**src/verilog/control_mode_pkg.sv**
```systemverilog
// Shared constants and types for the control mode and configuration select block.
// Assumes a single 20 MHz clock and a synchronous active low reset.
`default_nettype none

package control_mode_pkg;

   // ****************************************
   // Clock and pin decode
   // ****************************************
   localparam int CLK_HZ = 20_000_000;
   localparam int NUM_TRI_PINS = 3;
   localparam int PIN_MODE = 0;   // Range or mode select pin
   localparam int PIN_RATE = 1;   // Output transition pin
   localparam int PIN_DELAY = 2;  // Calibration delay or dual-edge pin
   localparam int SETTLE_CYCLES = 4;

   typedef enum logic [1:0] {
      PIN_LOW = 2'b00,
      PIN_HIGH = 2'b01,
      PIN_FLOAT = 2'b10
   } pin_level_e;

   typedef enum logic [1:0] {
      MODE_WAIT = 2'b00,
      MODE_SETTLE = 2'b01,
      MODE_NORMAL = 2'b10,
      MODE_EXTENDED = 2'b11
   } ctrl_mode_e;

   // ****************************************
   // Serial frame
   // ****************************************
   localparam int FRAME_BITS = 32;
   localparam int HEADER_BITS = 12;
   localparam logic [11:0] FRAME_HEADER = 12'h001;

   // ****************************************
   // Register addresses
   // ****************************************
   localparam logic [3:0] ADDR_CONFIG = 4'h1;
   localparam logic [3:0] ADDR_OFFSET_I = 4'h2;
   localparam logic [3:0] ADDR_FS_I = 4'h3;
   localparam logic [3:0] ADDR_OFFSET_Q = 4'hA;
   localparam logic [3:0] ADDR_FS_Q = 4'hB;
   localparam logic [3:0] ADDR_DES = 4'hD;
   localparam logic [3:0] ADDR_COARSE = 4'hE;
   localparam logic [3:0] ADDR_FINE = 4'hF;

   // ****************************************
   // Field positions
   // ****************************************
   localparam int CFG_DCS_BIT = 12;
   localparam int CFG_DDR_PHASE_BIT = 11;
   localparam int CFG_DDR_OFF_BIT = 10;   // Active low double rate enable
   localparam int CFG_SWING_BIT = 9;
   localparam int CFG_OE_BIT = 8;
   localparam int ADJ_MSB = 15;
   localparam int ADJ_LSB = 7;
   localparam int DES_EN_BIT = 15;
   localparam int DES_AUTO_BIT = 14;
   localparam int DES_QSEL_BIT = 13;

   // ****************************************
   // Power-on values
   // ****************************************
   localparam logic [15:0] CONFIG_RST = 16'hB2FF;
   localparam logic [15:0] OFFSET_RST = 16'h007F;
   localparam logic [15:0] FS_RST = 16'h807F;
   localparam logic [15:0] DES_RST = 16'h3FFF;
   localparam logic [15:0] PHASE_RST = 16'h0000;
   localparam logic [8:0] ZERO_ADJ = 9'h000;

   typedef struct packed {
      logic strobe;
      logic [3:0] addr;
      logic [15:0] data;
   } reg_write_s;

   typedef struct packed {
      logic ddr_en;
      logic ddr_phase_90;
      logic sdr_rising_edge;
      logic swing_normal;
      logic cal_delay_long;
      logic duty_stab_en;
      logic fs_from_pin;
      logic fs_pin_high;
      logic [8:0] fs_code_i;
      logic [8:0] fs_code_q;
      logic offset_en;
      logic [8:0] offset_code_i;
      logic [8:0] offset_code_q;
      logic des_en;
      logic des_q_channel;
      logic des_auto_phase;
      logic [15:0] phase_coarse;
      logic [15:0] phase_fine;
   } feature_s;

endpackage

`default_nettype wire

```
**src/verilog/tristate_pin_decoder.sv**
```systemverilog
// Decodes three-state strap pins into low, high or floating levels.
// Each pad supplies two sense comparators: above-high and below-low threshold.
`default_nettype none

module tristate_pin_decoder #(
   parameter int PINS = 3
) (
   input wire logic sys_clk,
   input wire logic rst_n,
   input wire logic [PINS-1:0] sense_high,
   input wire logic [PINS-1:0] sense_low,
   output control_mode_pkg::pin_level_e level [PINS]
);

   // ****************************************
   // Per-pin level decode
   // ****************************************
   genvar gi;
   generate
      for (gi = 0; gi < PINS; gi++) begin : g_pin
         wire logic is_high;
         wire logic is_low;
         assign is_high = sense_high[gi] & ~sense_low[gi];
         assign is_low = sense_low[gi] & ~sense_high[gi];
         always_ff @(posedge sys_clk) begin
            if (!rst_n) level[gi] <= control_mode_pkg::PIN_FLOAT;
            else if (is_high) level[gi] <= control_mode_pkg::PIN_HIGH;
            else if (is_low) level[gi] <= control_mode_pkg::PIN_LOW;
            else level[gi] <= control_mode_pkg::PIN_FLOAT;
         end
      end
   endgenerate

endmodule // tristate_pin_decoder

`default_nettype wire

```
**src/verilog/serial_frame_loader.sv**
```systemverilog
// Shifts in 32-bit write frames from the three-wire serial link.
// Serial pins are synchronous to sys_clk; the serial clock is sampled as data.
`default_nettype none

module serial_frame_loader (
   input wire logic sys_clk,
   input wire logic rst_n,
   input wire logic enable,
   input wire logic serial_clk,
   input wire logic serial_data,
   input wire logic serial_select_n,
   output control_mode_pkg::reg_write_s wr
);

   logic sclk_prev;
   logic [31:0] shift;
   logic [5:0] count;

   wire logic rise;
   wire logic [31:0] next_shift;
   wire logic frame_done;
   wire logic header_ok;

   // Rising serial clock while selected
   assign rise = enable & ~serial_select_n & serial_clk & ~sclk_prev;
   assign next_shift = {shift[30:0], serial_data};
   assign frame_done = rise && (count == 6'(control_mode_pkg::FRAME_BITS - 1));
   assign header_ok = next_shift[31:20] == control_mode_pkg::FRAME_HEADER;

   // ****************************************
   // Shift and count
   // ****************************************
   always_ff @(posedge sys_clk) begin
      if (!rst_n) begin
         sclk_prev <= 1'b0;
         shift <= 32'h0000_0000;
         count <= 6'h00;
      end else begin
         sclk_prev <= serial_clk;
         if (serial_select_n || !enable) count <= 6'h00;
         else if (frame_done) count <= 6'h00;  // Next frame from bit 0
         else if (rise) count <= count + 6'h01;
         if (rise) shift <= next_shift;
      end
   end

   // ****************************************
   // Write strobe, one cycle
   // ****************************************
   always_ff @(posedge sys_clk) begin
      if (!rst_n) begin
         wr <= '0;
      end else begin
         wr.strobe <= frame_done & header_ok;
         if (frame_done) begin
            wr.addr <= next_shift[19:16];
            wr.data <= next_shift[15:0];
         end
      end
   end

endmodule // serial_frame_loader

`default_nettype wire

```
**src/verilog/control_mode_config_select.sv**
```systemverilog
// Selects normal pin control or extended register control and routes every feature.
// Strap pins arrive as sense comparator pairs; the serial link is synchronous to sys_clk.
//
// Overview of operation
// - Floating range/mode pin selects extended mode; driven pin selects normal mode.
// - Extended mode takes configuration from serially loaded registers, not pins.
// - Normal mode: transition pin floating gives DDR, driven gives SDR.
// - Extended mode: DDR chosen by active-low bit 10 of register 1h.
// - Normal mode DDR clock phase is always zero degrees.
// - Extended mode DDR phase follows bit 11 of register 1h.
// - Normal SDR: transition pin high gives rising edge, low falling.
// - Extended SDR transition edge follows bit 8 of register 1h.
// - Swing from swing pin in normal mode, bit 9 in extended.
// - Calibration delay from delay pin in normal mode; extended always short.
// - Normal mode pin picks 650 or 870 mV range for both channels.
// - Extended full scale from bits 15 to 7 of register 3h (I) and Bh (Q).
// - Offset off in normal mode; extended uses bits 15 to 7 of 2h (I) and Ah (Q).
// - Dual-edge sampling enabled by pin in normal mode, register Dh extended.
// - Normal dual-edge uses I input only; extended may choose I or Q.
// - Normal auto phase always; extended auto phase from bit 14 of Dh.
// - Extended mode allows manual coarse and fine phase from Eh and Fh.
// - Extended reset defaults: DDR, zero phase, normal swing, short delay.
// - Extended reset defaults: nominal full scale, zero offset, dual-edge off.
// - Registers have no effect while normal mode is selected.
// - Serial writes are 32-bit msb-first frames: header, address, data.
`default_nettype none

module control_mode_config_select (
   input wire logic sys_clk,
   input wire logic rst_n,
   input wire logic [control_mode_pkg::NUM_TRI_PINS-1:0] pin_sense_high,
   input wire logic [control_mode_pkg::NUM_TRI_PINS-1:0] pin_sense_low,
   input wire logic output_swing_sel,
   input wire logic serial_clk,
   input wire logic serial_data,
   input wire logic serial_select_n,
   output logic mode_valid,
   output logic mode_extended,
   output control_mode_pkg::feature_s features
);

   // ****************************************
   // Declarations
   // ****************************************
   control_mode_pkg::pin_level_e level [control_mode_pkg::NUM_TRI_PINS];
   control_mode_pkg::reg_write_s wr;
   control_mode_pkg::ctrl_mode_e mode;
   control_mode_pkg::ctrl_mode_e next_mode;
   control_mode_pkg::feature_s next_features;
   control_mode_pkg::feature_s pin_features;
   control_mode_pkg::feature_s reg_features;
   logic [2:0] settle_count;
   logic [15:0] regs [16];

   wire logic is_extended;
   wire logic settled;
   wire logic mode_pin_float;
   wire logic rate_pin_float;
   wire logic rate_pin_high;
   wire logic delay_pin_float;
   wire logic delay_pin_high;
   wire logic range_pin_high;
   wire logic [15:0] cfg;
   wire logic [15:0] des;

   // ****************************************
   // Strap pin decode
   // ****************************************
   tristate_pin_decoder #(
      .PINS(control_mode_pkg::NUM_TRI_PINS)
   ) u_pins (
      .sys_clk(sys_clk),
      .rst_n(rst_n),
      .sense_high(pin_sense_high),
      .sense_low(pin_sense_low),
      .level(level)
   );

   assign mode_pin_float = level[control_mode_pkg::PIN_MODE] == control_mode_pkg::PIN_FLOAT;
   assign range_pin_high = level[control_mode_pkg::PIN_MODE] == control_mode_pkg::PIN_HIGH;
   assign rate_pin_float = level[control_mode_pkg::PIN_RATE] == control_mode_pkg::PIN_FLOAT;
   assign rate_pin_high = level[control_mode_pkg::PIN_RATE] == control_mode_pkg::PIN_HIGH;
   assign delay_pin_float = level[control_mode_pkg::PIN_DELAY] == control_mode_pkg::PIN_FLOAT;
   assign delay_pin_high = level[control_mode_pkg::PIN_DELAY] == control_mode_pkg::PIN_HIGH;

   // ****************************************
   // Mode latch
   // ****************************************
   assign settled = settle_count == 3'(control_mode_pkg::SETTLE_CYCLES - 1);
   assign is_extended = mode == control_mode_pkg::MODE_EXTENDED;

   // Next mode; once chosen it holds until reset
   always_comb begin
      next_mode = mode;
      case (mode)
         control_mode_pkg::MODE_WAIT: begin
            next_mode = control_mode_pkg::MODE_SETTLE;
         end
         control_mode_pkg::MODE_SETTLE: begin
            if (settled && mode_pin_float) next_mode = control_mode_pkg::MODE_EXTENDED;
            else if (settled) next_mode = control_mode_pkg::MODE_NORMAL;
         end
         control_mode_pkg::MODE_NORMAL: next_mode = control_mode_pkg::MODE_NORMAL;
         control_mode_pkg::MODE_EXTENDED: next_mode = control_mode_pkg::MODE_EXTENDED;
         default: next_mode = control_mode_pkg::MODE_WAIT;
      endcase
   end

   // Mode state and settle counter
   always_ff @(posedge sys_clk) begin
      if (!rst_n) begin
         mode <= control_mode_pkg::MODE_WAIT;
         settle_count <= 3'h0;
      end else begin
         mode <= next_mode;
         if (mode == control_mode_pkg::MODE_SETTLE && !settled) settle_count <= settle_count + 3'h1;
      end
   end

   // ****************************************
   // Serial register file
   // ****************************************
   // frame decode, only in extended mode
   serial_frame_loader u_loader (
      .sys_clk(sys_clk),
      .rst_n(rst_n),
      .enable(is_extended),
      .serial_clk(serial_clk),
      .serial_data(serial_data),
      .serial_select_n(serial_select_n),
      .wr(wr)
   );

   genvar ga;
   generate
      for (ga = 0; ga < 16; ga++) begin : g_reg
         localparam logic [3:0] A = 4'(ga);
         localparam logic mapped = A == control_mode_pkg::ADDR_CONFIG
            || A == control_mode_pkg::ADDR_OFFSET_I || A == control_mode_pkg::ADDR_FS_I
            || A == control_mode_pkg::ADDR_OFFSET_Q || A == control_mode_pkg::ADDR_FS_Q
            || A == control_mode_pkg::ADDR_DES || A == control_mode_pkg::ADDR_COARSE
            || A == control_mode_pkg::ADDR_FINE;
         localparam logic [15:0] RST =
            (A == control_mode_pkg::ADDR_CONFIG) ? control_mode_pkg::CONFIG_RST :
            (A == control_mode_pkg::ADDR_OFFSET_I || A == control_mode_pkg::ADDR_OFFSET_Q)
               ? control_mode_pkg::OFFSET_RST :
            (A == control_mode_pkg::ADDR_FS_I || A == control_mode_pkg::ADDR_FS_Q)
               ? control_mode_pkg::FS_RST :
            (A == control_mode_pkg::ADDR_DES) ? control_mode_pkg::DES_RST :
            control_mode_pkg::PHASE_RST;
         wire logic hit;
         // registers loaded over the serial link; reserved addresses ignored
         assign hit = mapped && wr.strobe && wr.addr == A;
         always_ff @(posedge sys_clk) begin
            if (!rst_n) regs[ga] <= RST;
            else if (hit) regs[ga] <= wr.data;
         end
      end
   endgenerate

   assign cfg = regs[control_mode_pkg::ADDR_CONFIG];
   assign des = regs[control_mode_pkg::ADDR_DES];

   // ****************************************
   // Pin-sourced features
   // ****************************************
   always_comb begin
      pin_features = '0;
      pin_features.ddr_en = rate_pin_float;
      pin_features.ddr_phase_90 = 1'b0;
      pin_features.sdr_rising_edge = rate_pin_high;
      pin_features.swing_normal = output_swing_sel;
      pin_features.cal_delay_long = delay_pin_high;
      pin_features.duty_stab_en = 1'b1;
      // range pin, same for both channels
      pin_features.fs_from_pin = 1'b1;
      pin_features.fs_pin_high = range_pin_high;
      pin_features.offset_en = 1'b0;
      pin_features.offset_code_i = control_mode_pkg::ZERO_ADJ;
      pin_features.offset_code_q = control_mode_pkg::ZERO_ADJ;
      pin_features.des_en = delay_pin_float;
      pin_features.des_q_channel = 1'b0;
      pin_features.des_auto_phase = 1'b1;
   end

   // ****************************************
   // Register-sourced features
   // ****************************************
   always_comb begin
      reg_features = '0;
      reg_features.ddr_en = ~cfg[control_mode_pkg::CFG_DDR_OFF_BIT];
      reg_features.ddr_phase_90 = cfg[control_mode_pkg::CFG_DDR_PHASE_BIT];
      reg_features.sdr_rising_edge = cfg[control_mode_pkg::CFG_OE_BIT];
      reg_features.swing_normal = cfg[control_mode_pkg::CFG_SWING_BIT];
      reg_features.cal_delay_long = 1'b0;
      reg_features.duty_stab_en = cfg[control_mode_pkg::CFG_DCS_BIT];
      reg_features.fs_from_pin = 1'b0;
      reg_features.fs_code_i =
         regs[control_mode_pkg::ADDR_FS_I][control_mode_pkg::ADJ_MSB:control_mode_pkg::ADJ_LSB];
      reg_features.fs_code_q =
         regs[control_mode_pkg::ADDR_FS_Q][control_mode_pkg::ADJ_MSB:control_mode_pkg::ADJ_LSB];
      reg_features.offset_en = 1'b1;
      reg_features.offset_code_i =
         regs[control_mode_pkg::ADDR_OFFSET_I][control_mode_pkg::ADJ_MSB:control_mode_pkg::ADJ_LSB];
      reg_features.offset_code_q =
         regs[control_mode_pkg::ADDR_OFFSET_Q][control_mode_pkg::ADJ_MSB:control_mode_pkg::ADJ_LSB];
      reg_features.des_en = des[control_mode_pkg::DES_EN_BIT];
      reg_features.des_q_channel = des[control_mode_pkg::DES_QSEL_BIT];
      reg_features.des_auto_phase = des[control_mode_pkg::DES_AUTO_BIT];
      reg_features.phase_coarse = regs[control_mode_pkg::ADDR_COARSE];
      reg_features.phase_fine = regs[control_mode_pkg::ADDR_FINE];
   end

   // ****************************************
   // Global select and outputs
   // ****************************************
   // one multiplexer on the latched mode
   assign next_features = is_extended ? reg_features : pin_features;

   // Registered outputs; follow pin-sourced features until mode settles
   always_ff @(posedge sys_clk) begin
      if (!rst_n) begin
         features <= '0;
         mode_valid <= 1'b0;
         mode_extended <= 1'b0;
      end else begin
         features <= next_features;
         mode_valid <= is_extended || mode == control_mode_pkg::MODE_NORMAL;
         mode_extended <= is_extended;
      end
   end

endmodule // control_mode_config_select

`default_nettype wire

```
**config.mk**
```make
export PLATFORM = sky130hd
export DESIGN_NAME = control_mode_config_select
export DESIGN_NICKNAME = d
export VERILOG_FILES = /design/src/verilog/control_mode_pkg.sv /design/src/verilog/tristate_pin_decoder.sv /design/src/verilog/serial_frame_loader.sv /design/src/verilog/control_mode_config_select.sv
export SDC_FILE = /design/constraint.sdc
export NUM_CORES = 1
export LEC_CHECK = 0
export BUFFER_PORTS_ARGS = -buffer_cell sky130_fd_sc_hd__buf_2
export CAP_MARGIN = 20
export CELL_PAD_IN_SITES_DETAIL_PLACEMENT = 1
export CELL_PAD_IN_SITES_GLOBAL_PLACEMENT = 2
export CORE_MARGIN = 2
export CORE_UTILIZATION = 35
export DETAILED_ROUTE_END_ITERATION = 12
export PLACE_DENSITY_LB_ADDON = 0.2
export SETUP_SLACK_MARGIN = 0.2
export SLEW_MARGIN = 25
export SYNTH_ARGS = -nofsm -noshare
export SYNTH_HDL_FRONTEND = slang
export SYNTH_SLANG_ARGS = --single-unit
```
**constraint.sdc**
```tcl
create_clock -name sys_clk -period 2.4 [get_ports sys_clk]
set_input_delay 0.48 -clock sys_clk [delete_from_list [all_inputs] [get_ports sys_clk]]
set_output_delay 0.48 -clock sys_clk [all_outputs]
set_load 0.03 [all_outputs]
```
[Word-level counts from Yosys, hierarchy flattened]
Memories as Yosys holds them, arrays and structs flattened.
Index checks and enable logic that the tools add are counted.
Cells by class
  add/sub/neg operators: 2
  equality and inequality tests: 21
  muxes and demuxes: 43
  bitwise gates (word level): 28
  reductions and logical operators: 19
Operators with widths (count)
  2-to-1 mux 16 bit: 8
  2-to-1 mux 80 bit: 1
  2-to-1 mux 1 bit: 25
  equality test 4 bit, second input constant: 5
  2-to-1 mux 2 bit: 8
  equality test 12 x 1 -> 1 bit, second input constant: 1
  logical AND 1 bit: 11
  bitwise AND 1 bit: 10
  equality test 2 bit, second input constant: 5
  NOT 1 bit: 10
  equality test 2 x 1 -> 1 bit, second input constant: 4
  equality test 4 x 2 -> 1 bit, second input constant: 2
  OR 1 bit: 8
  case mux 2 bit (4 select lines): 1
  adder 6 x 1 -> 6 bit, second input constant: 1
  equality test 6 x 5 -> 1 bit, second input constant: 1
  equality test 4 x 1 -> 1 bit, second input constant: 1
  adder 3 x 1 -> 3 bit, second input constant: 1
  equality test 3 x 2 -> 1 bit, second input constant: 1
  != test 3 bit, second input constant: 1
  OR reduction 3 bit: 1
  zero test 1 bit: 2
  zero test 2 bit: 1
  logical OR 1 bit: 2
  other kinds (2): 2
Word-level totals
  bits in registers: 152
  memory bits (writable): 256
  bits of input ports: 12
  word-level logic and storage cells: 145
  memories: 1
Memories
  regs: words 16, bits a word 16, rd ports 8, clocked after Yosys merged registers in 0, wr ports 16, line control_mode_config_select.sv:53  | logic [15:0] regs [16];

[Longest topological paths before layout]
Gate-level depths: netlist of the first run.
  depth after elaboration: 6
  depth in mapped cells: 6
  gate-level depth less buffers: 5

[Cells and area by module]
From an unflattened synthesis of the first run, not the netlist that was laid out.
Second synthesis, totals
  cell total of the unflattened synthesis: 672
  area total of the unflattened synthesis: 8010.2 um^2
Modules (own cells, without submodules)
  control_mode_config_select: times used 1, cells each 389, area an instance 5469.0 um^2
  serial_frame_loader: times used 1, cells each 265, area an instance 2334.7 um^2
  tristate_pin_decoder: times used 1, cells each 18, area an instance 206.4 um^2

[Worst setup path before layout of the first run]
Ideal clock, no wire load.
  path type: flip-flop to flip-flop
  start point: reg, netlist name u_loader.wr[16]
  end point: mem regs[15][0], in the netlist regs[1][112], enable pin
  library setup time: 411 ps
  data arrival time: 1690 ps
  path slack: 299 ps
  cell stages (with the launch flop): 3
  path through: dfxtp_1 nand3_1 o21ai_0
RTL lines (line)
  end, declared: control_mode_config_select.sv:53

[Worst setup path in the final report of the first run]
  start point: reg settle_count[0]
  end point: reg settle_count[0]
Between the ends
  word-level cells in the longest chain between the ends: 3
Ends and longest elaborated chain
  start, declared: line control_mode_config_select.sv:52  | logic [2:0] settle_count;
  start signal, assigned: line control_mode_config_select.sv:116  | if (mode == control_mode_pkg::MODE_SETTLE && !settled) settle_count <= settle_count + 3'h1;
  branches (longest 3 deep; another with adder 3 x 1 -> 3 bit)
Several ways; the timed one is not identified.
A chain may end at the register's enable or synchronous reset.

==> results of run 1 <==
[stage by stage]
stage          std cells  area [sq um]  power [mW]  hold slack [ns]  utilization, %
6_report            1071          9480        8.28            0.190            43.4
5_1_grt             1071          9480        8.58            0.197            43.4
4_1_cts             1071          9480        8.40            0.175            43.4
3_5_place_dp        1025          8600        4.33            0.424            39.4
3_3_place_gp        1025          8600        4.32            0.409            39.4
2_1_floorplan        673          7800        4.26            0.398               -
[layout by cell type (no fill, tap or decap), types with 3 or more instances in the layout]
master / n
a21boi_0: 19
clkinv_2: 5
inv_1: 9
buf_2: 93
ha_1: 7
dfxtp_1: 151
nand3_1: 24
nor3b_1: 3
o21ai_0: 23
nand2_1: 103
nor3_1: 8
nand2b_1: 9
a21boi_1: 12
bufinv_16: 5
clkbuf_1: 6
and2_1: 147
xnor2_1: 4
o21ai_1: 3
edfxtp_1: 76
nor2_1: 11
clkbuf_16: 26
buf_4: 11
[report_power, final]
part	internal, mW	switching, mW	total [mW]
clock network	2.53	1.51	4.04
logic	0.0576	0.107	0.165
registers	4.05	0.0275	4.08
total	6.64	1.64	8.28
[final cells by class]
| type | instances | area (sq um) |
|---|---|---|
| fill | 2341 | 12300 |
| multi-input combinational | 403 | 2320 |
| inverter | 9 | 33.8 |
| sequential | 227 | 5310 |
| clock buffer | 32 | 673 |
| clock inverter | 14 | 206 |
| tap | 280 | 350 |
| timing repair buffer | 106 | 588 |
[per-layer routing]
layer / up-vias / routed length (microns) / GRT usage, % / share of wire (%)
met5: - / 0 / 0 / 0
met4: 0 / 237 / 3.49 / 1.5
met3: 24 / 832 / 3.01 / 5.2
met2: 83 / 7530 / 23.6 / 47
met1: 2280 / 7390 / 17.4 / 46
li1: 2424 / - / - / -
[flip-flops by register name, summed over array words and instances, names as in the netlist]
signal	cells
u_loader.count	6
mode_extended	1
u_loader.sclk_prev	1
u_pins.level	6
features	79
u_loader.wr	21
u_loader.shift	31
mode	2
regs	76
settle_count	3
mode_valid	1
[final timing paths]
path,to,slack [ns],cells past startpoint
hold / removal,features[76],0.19,2
setup reg to reg,settle_count[0],0.65,5
hold reg to reg,features[75],0.43,1
setup / recovery,settle_count[0],0.65,5
[logic make-up after synthesis]
logic type                 after synthesis  synth area share (%)
xor gates and xnor gates                 6                 0.673
and+or+nand+nor                        322                  22.1
DFF                                    227                  68.0
AOI/OAI and AO/OA                       67                  5.66
adders and majority gates                7                  1.12
buffers and inverters                   43                  2.31
muxes                                    1                 0.128
==> summary.md, run 1 <==
| Metric | Value |
|---|---|
| Crit share post-route | 72.8% |
| Die Area | 23500 sq um |
| Status | completed |
| Syn. warnings | 0 |
| Ys flop type | dfxtp_1 |
| Cell Area, Synth | 7800 sq um |
| Largest net degree at the start of global routing | 84 |
| Clock buffer count from CTS | 25 |
| Clk Latency, worst-skew pair | 0.51 ns |
| Syn Area/Cell | 11.6 sq um |
| CTS H-tree lvls | 1 |
| TritonCTS clock tree | yes |
| Drt pass-1 iters | 4 |
| CP required | 2.80 ns |
| Final Skew | 0.00925 ns |
| Final Worst Setup Slack | 0.653 ns |
| Post-synth top area share | 38.7% |
| DRC | 0 |
| Die height | 153 microns |
| Clk buf depth | 3 |
| EDFF count, synth | 76 |
| Crit path max-delay family | simple AND/OR/NAND/NOR gates |
| Post-synth cell types | 43 |
| CP Capture Type | flop |
| Slowest stage cell on the critical path | nor3b_1 |
| Ports | 94 |
| Max-Cap Viols | 0 |
| Reg2reg start | settle_count[0] |
| Core footprint | 21800 sq um |
| Dpl hpwl | 10.5 mm |
| WS Path Type | reg -> reg |
| 1st-iter DRT viols | 184 |
| Synth-to-layout area growth | 21.4% |
| Final hold vios | 0 |
| Syn Nets | 692 |
| Setup bufs post-CTS | 0 |
| Worst slew pin tran | 0.675 ns |
| Critical Path AT | 2.15 ns |
| Synth area leader | dfxtp_1 |
| VDD IR max | 367 uV |
| Clk slew on worst S/H paths | 0.06 ns |
| Final WL | 16.0 mm |
| Max Clk Rate | 0.572 GHz |
| GPL Wtd Cong | 0.730 |
| Final Setup Violations | 0 |
| Max incr delay on CP | 0.55 ns |
| Vias in the first global route | 5068 |
| Synthesized instance count | 673 |
| CTS root buffer | clkbuf_16 |
| Wire per inst | 14.9 microns |
| Lkg Pwr | 3.76 nW |
| Setup TNS | 0 ns |
| Largest cells by area after synthesis | dfxtp_1 (39%), edfxtp_1 (29%), and2_1 (12%) |
| Die X | 153 microns |
| Hold Crit Start | output_swing_sel |
| Tmin final | 1.75 ns |
| Pwr per Cell Area | 874 nW/um^2 |
| Async set-reset flop share out of synthesis | 0% |
| Port bufs | 93 |
| Final nets | 791 |
| Antenna Nets Post-Route | 0 |
| Synth top cells by count | dfxtp_1 (151), and2_1 (147), nand2_1 (103), edfxtp_1 (76) |
| Crit path cell chain | ha_1 > ha_1 > nor3b_1 > xor2_1 > and2_1 |
| Clock sink count | 227 |
| Critical Path Most Common Cell | ha_1 |
| Total GRT Usage | 13.7% |
| Yosys reg bits | 227 |
| Post-DR vias/cell | 4.49 |
| Most numerous cell in the Yosys netlist | dfxtp_1 |
| Final Max Slew Viols | 0 |
| Antenna cells | 0 |
| CTS resizes | 0 |
| Vias | 4811 |
| Share of cells above drive strength 1 | 19.1% |
| Sequential share of the synthesized area | 68.0% |
| Total gr overflow | 0 |
| Worst-path fanout max | 4 |
| RSZ-0062 raised after global routing | false |
| Min-delay worst type | in -> reg |
| Pre-CTS WS | 0.320 ns |
| Placement Rows | 54 |
| Buf/Inv on CP | 0 |
| CP Launch Point | settle_count[0] |
| Initial Utilization | 35.8% |
| Slew headroom | 54.6% |
| CP Launch Type | flop |
| First-pass GRT wire length | 26.4 mm |
| Initial antenna violation count | 0 |
| Hold Buf Count CTS | 0 |
Power figures use the tool's default switching activity.
==> run 2: changes to the inputs <==
- clock period: 2.4 -> 1.8 ns (I/O delays scaled with it)
==> run 2 against run 1 <==
Power is 28% higher. Critical path depth is 1 lower. Final cell count is 0.65% higher. Sequential share of layout area is 0.50 points lower. Design area increased by 0.95%. Non-clock buffer count grew 9. Critical endpoint is now regs[0][43]. Largest cell class unchanged.
==> summary.md, run 2 (same netlist as run 1, synthesis figures left out) <==
| Metric | Value |
|---|---|
| Status | completed |
| VDD IR max | 590 uV (+61%) |
| CP Capture Type | flop |
| Hold Crit Start | output_swing_sel |
| WS Path Type | reg -> reg |
| Final hold vios | 0 (unchanged) |
| CP Launch Point | u_loader.wr[18] |
| Final WL | 16.2 mm (+1.4%) |
| Antenna cells | 0 (unchanged) |
| Max incr delay on CP | 0.39 ns (-0.16 ns) |
| Pre-CTS WS | 0.0806 ns (-0.239 ns) |
| Reg2reg start | u_loader.wr[18] |
| CTS root buffer | clkbuf_16 |
| Slew headroom | 66.4% (+12 points) |
| Die height | 153 microns (unchanged) |
| Total GRT Usage | 13.7% (+0.065 points) |
| Max Clk Rate | 0.668 GHz (+17%) |
| First-pass GRT wire length | 26.5 mm (+0.23%) |
| Final nets | 799 (+1.0%) |
| Max reg flops | 79 (unchanged) |
| Most frequent cells in the layout | dfxtp_1 (149), and2_1 (147), nand2_1 (103) |
| Finished Layout Cells | 1078 (+0.65%) |
| Ports | 94 (unchanged) |
| Wire per inst | 15.0 microns (+0.73%) |
| Dpl hpwl | 10.8 mm (+2.3%) |
| Worst slew pin tran | 0.503 ns (-0.171 ns) |
| Dpl cell area | 8670 sq um (+0.86%) |
| Die X | 153 microns (unchanged) |
| Clk buf depth | 3 (unchanged) |
| Largest net degree at the start of global routing | 75 (-11%) |
| Pwr per Cell Area | 1110 nW/um^2 (+27%) |
| Slowest stage cell on the critical path | nor3_2 |
| Critical Path AT | 1.87 ns (-0.28 ns) |
| TritonCTS clock tree | yes |
| Hold Buf Count CTS | 0 (unchanged) |
| Synth-to-layout area growth | 22.6% |
| Clk slew on worst S/H paths | 0.06 ns (about the same) |
| GPL Wtd Cong | 0.727 (-0.38%) |
| Initial Utilization | 35.8% (unchanged) |
| Antenna Nets Post-Route | 0 (unchanged) |
| Most common cell after layout, fill and taps aside | dfxtp_1 |
| RSZ-0062 raised after global routing | true |
| Crit path cell chain | and2b_1 > nand3_1 > nor3_2 > and2_1 |
| Finished Cell Area | 9570 sq um (+0.95%) |
| Clock buffer count from CTS | 24 (-4.0%) |
| CTS H-tree lvls | 1 (unchanged) |
| Tmin final | 1.50 ns (-0.251 ns) |
| CP required | 2.17 ns (-0.63 ns) |
| Die Area | 23500 sq um (unchanged) |
| Max-Cap Viols | 0 (unchanged) |
| Final Max Slew Viols | 0 (unchanged) |
| Vias | 4851 (+0.83%) |
| Clk Latency, worst-skew pair | 0.51 ns (about the same) |
| Worst-path fanout max | 9 (+5) |
| CP Launch Type | flop |
| Clock sink count | 227 (unchanged) |
| Lkg Pwr | 3.81 nW (+1.5%) |
| 1st-iter DRT viols | 141 (-23%) |
| Vias in the first global route | 5037 (-0.61%) |
| DRC | 0 (unchanged) |
| Initial antenna violation count | 0 (unchanged) |
| Biggest register | features |
| Core footprint | 21800 sq um (unchanged) |
| Post-DR vias/cell | 4.50 (+0.18%) |
| Cells after DPL | 1032 (+0.68%) |
| Final Skew | 0.00698 ns (-0.00226 ns) |
| Placement Rows | 54 (unchanged) |
| Largest regs | features (79), regs (76), u_loader.shift (31) |
| Share of cells above drive strength 1 | 21.2% (+2.1 points) |
| Final Setup Violations | 0 (unchanged) |
| Drt pass-1 iters | 4 (unchanged) |
| Port bufs | 93 (unchanged) |
| Crit share post-route | 83.1% (+10 points) |
| Min-delay worst type | in -> reg |
| Setup TNS | 0 ns (unchanged) |
| Total gr overflow | 0 (unchanged) |
| Final Worst Setup Slack | 0.304 ns (-0.349 ns) |
run 2: changes by cell type in the layout (fill, tap and decap cells not counted), sizes merged:
cell / previous run / this run
buf: 106 / 115
bufinv: 5 / 1
clkbuf: 32 / 35
clkinv: 6 / 3
clkinvlp: 1 / 3
run 2: path summary, 6_finish.rpt:
path	to	slack (ns)	depth (start not counted)
setup reg to reg	regs[0][43]	0.30	4
hold reg to reg	features[75]	0.43	1
hold / removal	features[76]	0.07	2
setup / recovery	regs[0][43]	0.30	4
run 2: where the power goes:
group	switching, mW	leakage, nW	internal, mW
logic	0.147	1.48	0.0853
registers	0.0358	1.93	5.40
clock network	1.95	0.402	3.02
total	2.13	3.81	8.50
run 2: worst max-delay path, delay by kind of cell, from the launching register on:
family	cells	cell delay [ns]
DFF	1	0.35
and+or+nand+nor	4	1.01
run 2: area by class of cell:
cell class                 instances  area [sq um]
tap                              280           350
fill                            2346         12300
timing repair buffer             115           693
inverter                           9          33.8
multi-input combinational        403          2360
sequential                       227          5310
clock inverter                     9          80.1
clock buffer                      35           744
run 2: stage by stage:
stage / utilization (%) / hold slack [ns] / power, mW
3_3_place_gp: 39.7 / 0.411 / 5.77
3_5_place_dp: 39.7 / 0.424 / 5.78
6_report: 43.8 / 0.0725 / 10.6
5_1_grt: 43.8 / 0.0591 / 11.0
4_1_cts: 43.6 / 0.0536 / 10.8
2_1_floorplan: - / 0.398 / 5.68
run 2: layer usage:
layer	track usage [%]	share of wire (%)	up-vias
li1	-	-	2439
met1	17.6	46	2296
met2	23.9	48	86
met3	2.64	4.3	30
met4	3.63	1.9	0
met5	0	0	-
run 2: repair_timing:
item,4_1_cts,5_1_grt
pin swaps,0,2
gates resized for setup,3,5
endpoints found under the setup margin,41,89
setup buffers,0,2
==> run 3: changes to the inputs <==
- clock period: 1.8 -> 1.4 ns (I/O delays scaled with it)
==> run 3 against run 2 <==
The flow now finishes with violations (negative setup slack). Largest cell class unchanged. Clock skew is 0.0050 ns higher. Routed wire length is 20% higher. Sequential share of layout area is 8.7 points lower. Power is 25% higher. Via count is 8.4% higher.
==> summary.md, run 3 (same netlist as run 1, synthesis figures left out) <==
| Metric | Value |
|---|---|
| Status | finished, violations left |
| Hold EP | u_loader.shift[0] |
| Max Clk Rate | 0.707 GHz (+5.8%) |
| 1st-iter DRT viols | 171 (+21%) |
| Clk slew on worst S/H paths | 0.06 ns (about the same) |
| CP Depth | 4 (unchanged) |
| Most frequent cells in the layout | and2_1 (119), buf_6 (98), dfxtp_2 (88) |
| Initial antenna violation count | 0 (unchanged) |
| Largest regs | features (79), regs (76), u_loader.shift (31) |
| DRC | 0 (unchanged) |
| First-pass GRT wire length | 29.2 mm (+10%) |
| Dpl hpwl | 11.1 mm (+2.6%) |
| CP required | 1.63 ns (-0.54 ns) |
| Tmin final | 1.41 ns (-0.0826 ns) |
| Post-DR vias/cell | 4.65 (+3.4%) |
| CP Launch Type | flop |
| Slowest stage cell on the critical path | dfxtp_4 |
| Final Max Slew Viols | 0 (unchanged) |
| Final Worst Setup Slack | -0.0135 ns (-0.317 ns) |
| Hold slack | 0.0467 ns (-0.0258 ns) |
| Slew headroom | 64.8% (-1.6 points) |
| VDD IR max | 690 uV (+17%) |
| Clock buffer count from CTS | 24 (unchanged) |
| CTS root buffer | clkbuf_16 |
| Critical Path AT | 1.64 ns (-0.23 ns) |
| Final core occ | 53.3% (+9.4 points) |
| Final hold vios | 0 (unchanged) |
| Final nets | 851 (+6.5%) |
| Reg2reg start | u_loader.wr[18] |
| Clock sink count | 227 (unchanged) |
| Ports | 94 (unchanged) |
| Max reg flops | 79 (unchanged) |
| Wire per inst | 17.2 microns (+14%) |
| FF-to-FF setup slack | -0.01 ns (-0.32 ns) |
| Most common cell after layout, fill and taps aside | and2_1 |
| Total gr overflow | 0 (unchanged) |
| Largest net degree at the start of global routing | 75 (unchanged) |
| WS Path Type | reg -> reg |
| GPL Wtd Cong | 0.728 (about the same) |
| Max-Cap Viols | 0 (unchanged) |
| RSZ-0062 raised after global routing | true |
| Hold depth | 3 (+1) |
| Cells after DPL | 1042 (+0.97%) |
| Clk buf depth | 3 (unchanged) |
| Finished Cell Area | 11600 sq um (+21%) |
| Total GRT Usage | 15.3% (+1.5 points) |
| Drt pass-1 iters | 4 (unchanged) |
| Vias | 5260 (+8.4%) |
| Lkg Pwr | 4.42 nW (+16%) |
| Pwr per Cell Area | 1150 nW/um^2 (+3.3%) |
| Finished Layout Cells | 1130 (+4.8%) |
| Die Area | 23500 sq um (unchanged) |
| Die X | 153 microns (unchanged) |
| Vias in the first global route | 5498 (+9.2%) |
| Port bufs | 93 (unchanged) |
| TritonCTS clock tree | yes |
| Reg2Reg Depth | 4 (unchanged) |
| Die height | 153 microns (unchanged) |
| Critical R2R Capture | regs[0][46] |
| Initial Utilization | 35.8% (unchanged) |
| Core footprint | 21800 sq um (unchanged) |
| Antenna cells | 0 (unchanged) |
| Biggest register | features |
| Min-delay worst type | in -> reg |
| Final WL | 19.4 mm (+20%) |
| Synth-to-layout area growth | 48.9% |
| CTS H-tree lvls | 1 (unchanged) |
| Dpl cell area | 9060 sq um (+4.4%) |
| Placement Rows | 54 (unchanged) |
| Tot Pwr | 13.3 mW (+25%) |
| Final Setup Violations | 13 (+13) |
| Worst slew pin tran | 0.527 ns (+0.0235 ns) |
| Clk Latency, worst-skew pair | 0.51 ns (about the same) |
| Final Skew | 0.0120 ns (+0.00502 ns) |
| Worst-path fanout max | 9 (unchanged) |
| Crit share post-route | 101% (+18 points) |
| Failing checks | negative setup slack |
| CP Capture Type | flop |
| Antenna Nets Post-Route | 0 (unchanged) |
| Crit path max-delay family | simple AND/OR/NAND/NOR gates |
| Share of cells above drive strength 1 | 51.4% (+30 points) |
| Max incr delay on CP | 0.36 ns (-0.03 ns) |
| Crit path cell chain | and2b_2 > nand2_2 > o31ai_4 > buf_12 |
| Hold Crit Start | serial_data |
| Buf/Inv on CP | 1 (+1) |
[run 3: worst max-delay path by stage]
stage,from,to
after floorplan,u_loader.wr[18],regs[0][39]
after global placement,rst_n,regs[0][40]
after detailed placement,rst_n,regs[0][44]
after CTS,u_loader.wr[18],regs[0][46]
after global routing,u_loader.wr[18],regs[0][60]
final,u_loader.wr[18],regs[0][46]
[run 3: metal layers]
metal  GRT usage (%)  routed length (microns)  vias up
met5               0                        0        -
li1                -                        -     2575
met4            3.54                      217        0
met2            27.2                     9970       93
met1            19.2                     8490     2574
met3            2.86                      718       18
[run 3: metrics by stage]
stage / worst slack [ns] / setup TNS, ns
3_5_place_dp: -0.169 / -4.05
4_1_cts: 0.000115 / 0
6_report: -0.0135 / -0.117
5_1_grt: -0.0746 / -1.82
3_3_place_gp: -0.0627 / -1.29
2_1_floorplan: 0.00000400 / 0
[run 3: worst min-delay path: stages]
cell and delay (ns):
buf_2 0.11, nand2_1 0.05, a21boi_1 0.05
[run 3: report_power, final]
group	switching (mW)	total [mW]	leakage [nW]	internal (mW)
logic	0.230	0.435	2.09	0.205
clock network	2.52	5.92	0.355	3.40
registers	0.0569	6.99	1.98	6.93
total	2.80	13.3	4.42	10.5
[run 3: repair_timing]
item,in CTS,in global routing
endpoints found under the hold margin,1,0
hold buffers,1,0
buffers inserted,19,12
cloned,6,6
pin swaps,45,45
setup endpoints to repair,295,306
gates resized for setup,248,214
[run 3: area by class of cell]
cell class / instances / area [sq um]
fill: 2180 / 10200
inverter: 9 / 36.3
tap: 280 / 350
multi-input combinational: 406 / 3150
timing repair buffer: 164 / 1900
clock inverter: 9 / 56.3
clock buffer: 35 / 683
sequential: 227 / 5440
